$ cat src/core/clock_speed_defines.vh
// Purpose: constants for the clock speed control block
// Assumes: 40 MHz system clock, register port addressed by an 8-bit I/O address
// Notes:   register is write-only; state is visible only through the module outputs (clocks, oscillator enables, trim)
//
// Operation
// - reference is multiplied by four before the pll, base 131.07 kHz
// - cpu clock is the master clock divided by two
// - master clock drives peripherals, cpu clock drives the core
// - one 16-bit write-only control register at address 0x3D holds all controls
// - writing bit 8 selects and starts the resistor-trimmed oscillator
// - bit 9 with bit 8 clear selects crystal and pulses it to start
// - with bit 8 set, trim is bits 15..11 then bit 9
// - register resets to 0x0000, no reference running
// - without reference the pll runs at minimum, master clock below 100 kHz
// - bits 7..0 multiplier, master clock is (value+1) times base
// - bit 10 clear: sleep stops cpu clock, master clock keeps running
// - bit 10 set: sleep stops both cpu and master clock
// - after re-enable, full speed waits for oscillator restart; crystal longer
// - trim zero slowest, trim 0x3F fastest
`ifndef CLOCK_SPEED_DEFINES_VH
`define CLOCK_SPEED_DEFINES_VH

// ***********************
// register map
// ***********************
`define CSC_ADDR          8'h3D
`define CSC_RESET         16'h0000
`define CSC_MULT_MSB      7
`define CSC_MULT_LSB      0
`define CSC_RTO_BIT       8
`define CSC_CRO_BIT       9
`define CSC_IDLE_BIT      10
`define CSC_TRIM_MSB      15
`define CSC_TRIM_LSB      11

// ***********************
// timing
// ***********************
`define CLK_HZ            40000000
`define REF_HZ            32768
`define PRESCALE          4
`define RTO_START_NS      1000
`define CRO_START_NS      10000
`define RTO_START_CYC     ((`RTO_START_NS * 40 + 999) / 1000)
`define CRO_START_CYC     ((`CRO_START_NS * 40 + 999) / 1000)
`define MIN_PLL_HZ        65536
`define CRO_KICK_CYC      8

`endif

$ cat src/core/clock_divider.v
// Purpose: fractional rate generator producing a one-cycle tick on accumulator carry at a programmed rate
// Assumes: caller clamps the step below the accumulator range
// Notes:   phase accumulator, no division in hardware
`timescale 1ns/1ps
`default_nettype none
module clock_divider (
    input  wire        CLK,
    input  wire        RST,
    input  wire        run,
    input  wire [31:0] step,
    output reg         tick
);
    reg [31:0] acc_reg;
    wire [32:0] sum = {1'b0, acc_reg} + {1'b0, step};

    always @(posedge CLK or posedge RST) begin
        if (RST) begin
            acc_reg <= 32'h0000_0000;
            tick    <= 1'b0;
        end else if (run) begin
            acc_reg <= sum[31:0];
            tick    <= sum[32];
        end else begin
            tick    <= 1'b0;
        end
    end
endmodule // clock_divider
`default_nettype wire

$ cat src/core/pll_clock_speed_control.v
// Purpose: clock speed control, reference select, pll model, cpu clock gating
// Assumes: single 40 MHz clock; generated clocks are enable-style square waves
// Notes:   the pll is modelled digitally by a phase accumulator
`timescale 1ns/1ps
`default_nettype none
`include "clock_speed_defines.vh"
module pll_clock_speed_control (
    input  wire        CLK,
    input  wire        RST,
    input  wire [7:0]  ADDR,
    input  wire [15:0] WDATA,
    input  wire        WR,
    input  wire        SLEEP,
    output reg         MASTER_CLOCK,
    output reg         CPU_CLOCK,
    output reg         RESISTOR_TRIMMED_OSCILLATOR_EN,
    output reg         CRYSTAL_OSCILLATOR_EN,
    output reg         CRYSTAL_KICK,
    output reg  [5:0]  RTO_TRIM,
    output reg         REFERENCE_STABLE,
    output reg         CPU_RUN
);
    // ***********************
    // control register
    // ***********************
    reg [15:0] csc_reg;
    wire       wr_hit = WR && (ADDR == `CSC_ADDR);

    always @(posedge CLK or posedge RST) begin
        if (RST) begin
            csc_reg <= `CSC_RESET;
        end else if (wr_hit) begin
            csc_reg <= WDATA;
        end
    end

    wire       rto_sel = csc_reg[`CSC_RTO_BIT];
    wire       cro_sel = csc_reg[`CSC_CRO_BIT] & ~rto_sel;
    wire       ref_on  = rto_sel | cro_sel;
    wire [7:0] mult    = csc_reg[`CSC_MULT_MSB:`CSC_MULT_LSB];
    wire       deep    = csc_reg[`CSC_IDLE_BIT];
    // trim 0 is slowest; larger codes speed the oscillator up
    wire [5:0] trim    = {csc_reg[`CSC_TRIM_MSB:`CSC_TRIM_LSB], csc_reg[`CSC_CRO_BIT]};

    // ***********************
    // constants
    // ***********************
    // counts kept at integer width, sliced on purpose
    localparam [31:0] RTO_START_FULL = `RTO_START_CYC;
    localparam [31:0] CRO_START_FULL = `CRO_START_CYC;
    localparam [31:0] KICK_FULL      = `CRO_KICK_CYC;
    localparam [9:0]  RTO_START      = RTO_START_FULL[9:0];
    localparam [9:0]  CRO_START      = CRO_START_FULL[9:0];
    localparam [3:0]  KICK_LEN       = KICK_FULL[3:0];
    // pll steps: toggle rate = 2 * f_mc / f_clk in 2^32 units
    localparam [63:0] BASE_FULL      = ((64'h2 * `REF_HZ * `PRESCALE) << 32) / `CLK_HZ;
    localparam [63:0] MIN_FULL       = ((64'h2 * `MIN_PLL_HZ) << 32) / `CLK_HZ;
    localparam [63:0] MAX_FULL       = 64'h0000_0000_FFFF_FFFF;
    localparam [31:0] MIN_STEP       = MIN_FULL[31:0];
    // start state machine
    localparam [1:0]  ST_OFF         = 2'h0;
    localparam [1:0]  ST_WAIT        = 2'h1;
    localparam [1:0]  ST_STABLE      = 2'h2;

    // ***********************
    // select edge detection
    // ***********************
    reg        rto_q_reg;
    reg        cro_q_reg;
    wire       rto_rise = rto_sel & ~rto_q_reg;
    wire       cro_rise = cro_sel & ~cro_q_reg;

    // both flops reset low like the idle select, so no false start after reset
    always @(posedge CLK or posedge RST) begin
        if (RST) begin
            rto_q_reg <= 1'b0;
            cro_q_reg <= 1'b0;
        end else begin
            rto_q_reg <= rto_sel;
            cro_q_reg <= cro_sel;
        end
    end

    // ***********************
    // oscillator pin controls
    // ***********************
    always @(posedge CLK or posedge RST) begin
        if (RST) begin
            RESISTOR_TRIMMED_OSCILLATOR_EN <= 1'b0;
            CRYSTAL_OSCILLATOR_EN          <= 1'b0;
            RTO_TRIM                       <= 6'h00;
        end else begin
            RESISTOR_TRIMMED_OSCILLATOR_EN <= rto_sel;
            CRYSTAL_OSCILLATOR_EN          <= cro_sel;
            // trim means nothing to the crystal, so it is held at zero
            RTO_TRIM                       <= rto_sel ? trim : 6'h00;
        end
    end

    // ***********************
    // crystal kick
    // ***********************
    reg [3:0] kick_cnt_reg;

    // crystal needs a short drive burst to begin oscillating
    always @(posedge CLK or posedge RST) begin
        if (RST) begin
            kick_cnt_reg <= 4'h0;
            CRYSTAL_KICK <= 1'b0;
        end else if (cro_rise) begin
            kick_cnt_reg <= KICK_LEN;
            CRYSTAL_KICK <= 1'b1;
        end else if (kick_cnt_reg > 4'h1) begin
            kick_cnt_reg <= kick_cnt_reg - 4'h1;
        end else begin
            kick_cnt_reg <= 4'h0;
            CRYSTAL_KICK <= 1'b0;
        end
    end

    // ***********************
    // start delay and stability
    // ***********************
    reg [1:0] start_state_reg;
    reg [1:0] start_state_next;
    reg [9:0] start_cnt_reg;
    reg [9:0] start_cnt_next;
    reg       stable_next;

    // a new select always restarts the count, even mid-count
    always @* begin
        start_state_next = start_state_reg;
        start_cnt_next   = start_cnt_reg;
        stable_next      = REFERENCE_STABLE;
        if (rto_rise) begin
            start_state_next = ST_WAIT;
            start_cnt_next   = RTO_START;
            stable_next      = 1'b0;
        end else if (cro_rise) begin
            start_state_next = ST_WAIT;
            start_cnt_next   = CRO_START;
            stable_next      = 1'b0;
        end else if (!ref_on) begin
            start_state_next = ST_OFF;
            start_cnt_next   = 10'h000;
            stable_next      = 1'b0;
        end else begin
            case (start_state_reg)
                ST_OFF: begin
                    start_state_next = ST_WAIT;
                end
                ST_WAIT: begin
                    if (start_cnt_reg != 10'h000) begin
                        start_cnt_next = start_cnt_reg - 10'h001;
                    end else begin
                        start_state_next = ST_STABLE;
                        stable_next      = 1'b1;
                    end
                end
                ST_STABLE: begin
                    stable_next = 1'b1;
                end
                default: begin
                    start_state_next = ST_OFF;
                    stable_next      = 1'b0;
                end
            endcase
        end
    end

    always @(posedge CLK or posedge RST) begin
        if (RST) begin
            start_state_reg  <= ST_OFF;
            start_cnt_reg    <= 10'h000;
            REFERENCE_STABLE <= 1'b0;
        end else begin
            start_state_reg  <= start_state_next;
            start_cnt_reg    <= start_cnt_next;
            REFERENCE_STABLE <= stable_next;
        end
    end

    // ***********************
    // pll model
    // ***********************
    wire [63:0] mc_full;
    wire        mc_sat;
    wire [31:0] mc_step;
    wire [31:0] step;
    wire        mc_run;
    wire        mc_tick;

    // base = ref * 4, mc = (mult+1) * base; product kept wide so it cannot wrap
    assign mc_full = BASE_FULL * {56'h00_0000_0000_0000, mult} + BASE_FULL;
    // the 40 MHz grid cannot show more than about 20 MHz; clamp rather than wrap
    assign mc_sat  = (mc_full > MAX_FULL);
    assign mc_step = mc_sat ? 32'hFFFF_FFFF : mc_full[31:0];
    // not full speed until the reference has restarted
    assign step    = REFERENCE_STABLE ? mc_step : MIN_STEP;
    assign mc_run  = ~(SLEEP & deep);

    clock_divider u_pll (
        .CLK  (CLK),
        .RST  (RST),
        .run  (mc_run),
        .step (step),
        .tick (mc_tick)
    );

    // ***********************
    // master clock
    // ***********************
    always @(posedge CLK or posedge RST) begin
        if (RST) begin
            MASTER_CLOCK <= 1'b0;
        end else if (mc_tick) begin
            MASTER_CLOCK <= ~MASTER_CLOCK;
        end
    end

    // ***********************
    // cpu clock
    // ***********************
    // toggles on each master rising edge; core clock halts during any sleep
    always @(posedge CLK or posedge RST) begin
        if (RST) begin
            CPU_CLOCK <= 1'b0;
        end else if (mc_tick && !MASTER_CLOCK && !SLEEP) begin
            CPU_CLOCK <= ~CPU_CLOCK;
        end
    end

    // ***********************
    // core run flag
    // ***********************
    always @(posedge CLK or posedge RST) begin
        if (RST) begin
            CPU_RUN <= 1'b0;
        end else begin
            CPU_RUN <= ~SLEEP;
        end
    end
endmodule // pll_clock_speed_control
`default_nettype wire

$ cat config.mk
export PLATFORM = sky130hd
export DESIGN_NAME = pll_clock_speed_control
export DESIGN_NICKNAME = d
export VERILOG_FILES = /design/src/core/clock_divider.v /design/src/core/pll_clock_speed_control.v
export VERILOG_INCLUDE_DIRS = /design/src /design/src/core
export SDC_FILE = /design/constraint.sdc
export NUM_CORES = 1
export LEC_CHECK = 0
export BUFFER_PORTS_ARGS = -buffer_cell sky130_fd_sc_hd__buf_2
export CAP_MARGIN = 20
export CORE_ASPECT_RATIO = 1.1
export CORE_MARGIN = 10
export CORE_UTILIZATION = 42
export CTS_CLUSTER_SIZE = 28
export DETAILED_ROUTE_END_ITERATION = 8
export PLACE_DENSITY = 0.57
export SLEW_MARGIN = 0
export SYNTH_ARGS = -nofsm -noshare
export SYNTH_HDL_FRONTEND = slang
export SYNTH_SLANG_ARGS = --single-unit
$ cat constraint.sdc
create_clock -name CLK -period 18 [get_ports CLK]
set_input_delay 2.7 -clock CLK [delete_from_list [all_inputs] [get_ports CLK]]
set_output_delay 2.7 -clock CLK [all_outputs]
set_load 0.005 [all_outputs]
==> metrics.yaml, run 1 <==
gr-usage-all-layers_pct: 16.2
hp-class: "flop to flop"
synth_warnings: 0
clkLatencyLatePin_ns: 0.36
core_um2: 20800
drtIter0Drc: 346
largest_register_ffs: 32
wire_per_inst_um: 16.0
tns_ns: 0
syn_avg_cell_area_um2: 8.71
die_width_um: 159
area_growth_pct: 8.70
hold_buffers: 0
grt_pass1_vias: 7255
std_cell_rows: 55
critical_path.top_delay_family: "adder cells"
yosysSeqAreaShare_pct: 21.8
finalSetupViolations: 0
io_buffers: 40
cp_common_cell: "fa_1"
worstMarginPinSlew_ns: 0.950
slew_violations: 0
clk_pin_slew_ns: 0.08
clock_sinks: 78
cts_resized: 0
slew_headroom_pct: 36.7
syn-num-nets: 1241
critical_path_arrival_ns: 8.61
cts_root_buf: "clkbuf_16"
fin_nets: 1269
synth_top_area_share_pct: 21.8
start_util_pct: 43.0
drt_pass1_iterations: 5
cts_max_path_buffers: 2
hold_viol_final: 0
synth_area_um2: 8940
drv_cap: 0
clock_skew_ns: 0.0178
die_y_um: 173
grt_pass1_wl_mm: 37.0
num_antenna_cells: 0
start_kind: "flop"
crit_buf_inv: 4
drcViolationCount: 0
critPathSlowestCell: "fa_1"
ys_seq_elements: 78
path_max_fanout: 32
status: "finished, final reports clean"
cp.required_ns: 18.22
synth_edf_count: 0
postCtsSetupBuffers: 0
cts-buffers-inserted: 9
finalWirelength_mm: 21.6
nFillCells: 2080
synth_top_area_cell: "dfrtp_1"
overflow: 0
synthFlopType: "dfrtp_1"
dpl.hpwl_mm: 17.3
synthTopCellsByArea: "dfrtp_1, ha_1, fa_1, inv_1, a21oi_1"
synth_cell_types: 62
fmax_ghz: 0.119
dieArea_um2: 27500
period_needed_ns: 8.40
vias_per_cell: 5.23
pin_count: 41
crit_path_end_kind: "flop"
final_cell_mix: "inv_1, ha_1, a21oi_1"
post-route-period-util_pct: 46.6
slowest_delay_ns: 0.72
syn_inst: 1027
vias: 7028
antenna_found_initial: 0
finalWeightedCongestion: 0.880
async_reset_ff_share_pct: 100
final_layout_size_suffix_gt1_share_pct: 7.92
ant_nets: 0
grt_setup_unrepaired: "false"
grt_max_degree: 72
path_class: "flop to flop"
cts_tree: "built"
final_common_cell: "inv_1"
htreeDepth: 3
==> cells in the mapped netlist (3+ instances only) <==
master	instances
inv_1	147
ha_1	121
a21oi_1	94
nand2_1	84
dfrtp_1	78
fa_1	65
nor2_1	62
o21ai_0	52
nand3_1	34
xnor2_1	33
a21o_1	29
xor2_1	26
clkbuf_1	25
nor3_1	16
a31oi_1	12
and2_1	11
o21bai_1	11
mux2_2	10
and3_1	9
nand4_1	9
nor2b_1	7
a211oi_1	6
nand2b_1	6
nor4_1	5
o21a_1	5
o31ai_1	5
a211o_1	4
o22ai_1	4
or3_1	4
a41oi_1	3
buf_6	3
mux2i_1	3
o2111ai_1	3
o211ai_1	3
==> final cells by class <==
class	instances	area, um2	area share (%)
flip-flops and latches	78	1950	20.1
repair buffers	45	238	2.44
clock inverters	7	80.1	0.824
clock buffers	9	225	2.32
inverters	148	557	5.73
well taps	285	357	3.67
multi-input cells	773	6310	64.9
==> cell families after synthesis <==
logic type      share of synthesized area [%]
fa+ha+maj                                31.5
compound gates                           18.0
mux                                      1.59
simple gates                             13.7
xor+xnor                                 5.78
flops                                    21.8
buf+inv                                  7.64
==> routing by layer <==
| metal | global-route usage (%) | vias up | share of wire [%] |
|---|---|---|---|
| met2 | 25.4 | 129 | 45 |
| met5 | 0 | - | 0 |
| met1 | 22.1 | 3302 | 50 |
| met3 | 2.61 | 27 | 3.0 |
| li1 | - | 3570 | - |
| met4 | 5.33 | 0 | 2.3 |
==> metrics by stage <==
stage | instances | cell area, um2 | hold slack [ns] | utilization (%) | setup slack [ns]
after floorplan | 1027 | 8940 | 0.430 | - | 10.81
after global placement | 1329 | 9420 | 0.457 | 45.3 | 9.84
after detailed placement | 1329 | 9420 | 0.452 | 45.3 | 9.65
after CTS | 1345 | 9720 | 0.458 | 46.8 | 9.62
after global routing | 1345 | 9720 | 0.478 | 46.8 | 8.86
final | 1345 | 9720 | 0.459 | 46.8 | 9.60
==> path summary, 6_finish.rpt <==
kind                                 start  depth (start not counted)                end  slack (ns)
worst max register to register  csc_reg[6]                         27  u_pll.acc_reg[30]        9.60
worst max-delay path            csc_reg[6]                         27  u_pll.acc_reg[30]        9.60
worst min register to register  u_pll.tick                          1       MASTER_CLOCK        0.46
max in group asynchronous              RST                          3   REFERENCE_STABLE       14.63
min in group asynchronous              RST                          2  u_pll.acc_reg[29]        2.20
worst min-delay path            u_pll.tick                          1       MASTER_CLOCK        0.46
Power of run 1 is not shown: default switching activity piles up to over one toggle a cycle in this logic, so the estimate is an artifact.
==> inputs of run 2 (changes only) <==
--- a/config.mk
+++ b/config.mk
@@ -13,7 +13,7 @@
 export CORE_UTILIZATION = 42
 export CTS_CLUSTER_SIZE = 28
 export DETAILED_ROUTE_END_ITERATION = 8
-export PLACE_DENSITY = 0.57
+export PLACE_DENSITY = 0.59
 export SLEW_MARGIN = 0
 export SYNTH_ARGS = -nofsm -noshare
 export SYNTH_HDL_FRONTEND = slang
==> constraint.sdc (replaced) <==
create_clock -name CLK -period 7.6 [get_ports CLK]
set_input_delay 1.14 -clock CLK [delete_from_list [all_inputs] [get_ports CLK]]
set_output_delay 1.14 -clock CLK [all_outputs]
set_load 0.005 [all_outputs]
==> run 2 against run 1 <==
  * Design area up 2.8%
  * Sequential cell count unchanged
  * Setup slack worse by 9.3 ns
  * Count of clock-buffer cells in the layout unchanged
  * Utilization up 1.3 points
  * Critical path depth down 2
  * Routed wire length down 0.78%
  * Global-route usage down 0.47 points
  * Die area unchanged
==> metrics.yaml, run 2 (synthesized netlist as in run 1, its figures left out) <==
finalWirelength_mm: 21.4
drcViolationCount: 0
clock_sinks: 78
path_max_fanout: 6
die_width_um: 159
rrSetupSlack_ns: 0.29
clk_pin_slew_ns: 0.07
period_needed_ns: 7.31
dpl.hpwl_mm: 17.3
final_cell_mix: "inv_1, ha_1, a21oi_1"
slew_violations: 0
start_kind: "flop"
final_common_cell: "inv_1"
core_um2: 20800
critPathSlowestCell: "fa_1"
cp_common_cell: "fa_1"
final_layout_size_suffix_gt1_share_pct: 11.6
worstMarginPinSlew_ns: 0.806
worstReg2RegStart: "csc_reg[0]"
std_cell_rows: 55
worstHoldEndpoint: "MASTER_CLOCK"
cts_max_path_buffers: 2
cts_root_buf: "clkbuf_16"
drtIter0Drc: 307
overflow: 0
crit_path_end_kind: "flop"
cp.required_ns: 7.82
die_y_um: 173
io_buffers: 40
clock_skew_ns: 0.0147
start_util_pct: 43.0
fin_nets: 1294
finalSetupViolations: 0
cts_tree: "built"
design_area_um2: 10000
slowest_delay_ns: 0.65
whs_ns: 0.456
largest_register_ffs: 32
tns_ns: 0
drv_cap: 0
dpl_cell_area_um2: 9560
crit_path_start: "csc_reg[0]"
antenna_found_initial: 1
hold_viol_final: 0
grt_pass1_vias: 7346
gr-usage-all-layers_pct: 15.7
stdcell_count: 1370
area_growth_pct: 11.8
holdCritStartpoint: "u_pll.tick"
cts-buffers-inserted: 9
htreeDepth: 3
wire_per_inst_um: 15.6
status: "finished, final reports clean"
whs_path_depth: 1
ant_nets: 0
hp-class: "flop to flop"
timing.rr.end: "u_pll.acc_reg[30]"
grt_max_degree: 52
drt_pass1_iterations: 5
vias: 7075
critical_path_arrival_ns: 7.53
grt_pass1_wl_mm: 36.3
slew_headroom_pct: 46.3
clkLatencyLatePin_ns: 0.36
reg2reg_depth: 25
path_class: "flop to flop"
placed_cells: 1348
fmax_ghz: 0.137
vias_per_cell: 5.16
num_antenna_cells: 0
post-route-period-util_pct: 96.2
finalWeightedCongestion: 0.897
pin_count: 41
dieArea_um2: 27500
[run 2: cell types whose count changed in the layout (fill, tap and decap cells not counted), sizes merged]
cell,change
buf,+25
bufinv,-1
clkinvlp,-2
inv,+3
[run 2: through the flow]
| step | setup WS [ns] | util, % |
|---|---|---|
| 2_1_floorplan | 0.414 | - |
| 3_3_place_gp | 0.188 | 46.0 |
| 3_5_place_dp | 0.0692 | 46.0 |
| 4_1_cts | 0.0303 | 47.4 |
| 5_1_grt | -0.0162 | 48.1 |
| 6_report | 0.287 | 48.1 |
[run 2: layout make-up]
class / count / area [um2]
clock buffer: 9 / 225
clock inverter: 7 / 73.8
fill: 2060 / 10800
inverter: 148 / 557
multi-input combinational: 773 / 6400
sequential: 78 / 1950
tap: 285 / 357
timing repair buffer: 70 / 429
[run 2: layer usage]
| metal | global-route usage [%] | up-vias | routed length, um |
|---|---|---|---|
| li1 | - | 3616 | - |
| met1 | 21.1 | 3332 | 10500 |
| met2 | 25.8 | 106 | 9930 |
| met3 | 2.09 | 21 | 639 |
| met4 | 4.29 | 0 | 346 |
| met5 | 0 | - | 0 |
[run 2: worst max-delay path: cells and delay by family, from the launching register on]
family                   cells  cell delay (ns)
adder cells (fa/ha/maj)      7             3.14
buffers and inverters        2             0.11
flip-flops                   1             0.40
AO/OA/AOI/OAI               13             2.67
XOR/XNOR                     1             0.19
AND/OR/NAND/NOR              2             0.67
[run 2: what timing repair did]
action                                 CTS  global route
setup buffers                            0             6
setup endpoints to repair                0            14
hold buffers                             0             0
gates resized for setup                  0            22
endpoints found under the hold margin    0             0
[run 2: worst max-delay path by stage]
stage,depth (start not counted),to,slack (ns)
after floorplan,27,u_pll.acc_reg[30],0.41
after global placement,27,u_pll.acc_reg[30],0.19
after detailed placement,27,u_pll.acc_reg[30],0.07
after CTS,27,u_pll.acc_reg[30],0.03
after global routing,28,u_pll.acc_reg[30],-0.02
final,25,u_pll.acc_reg[30],0.29
Power of run 2 is left out for the same reason.
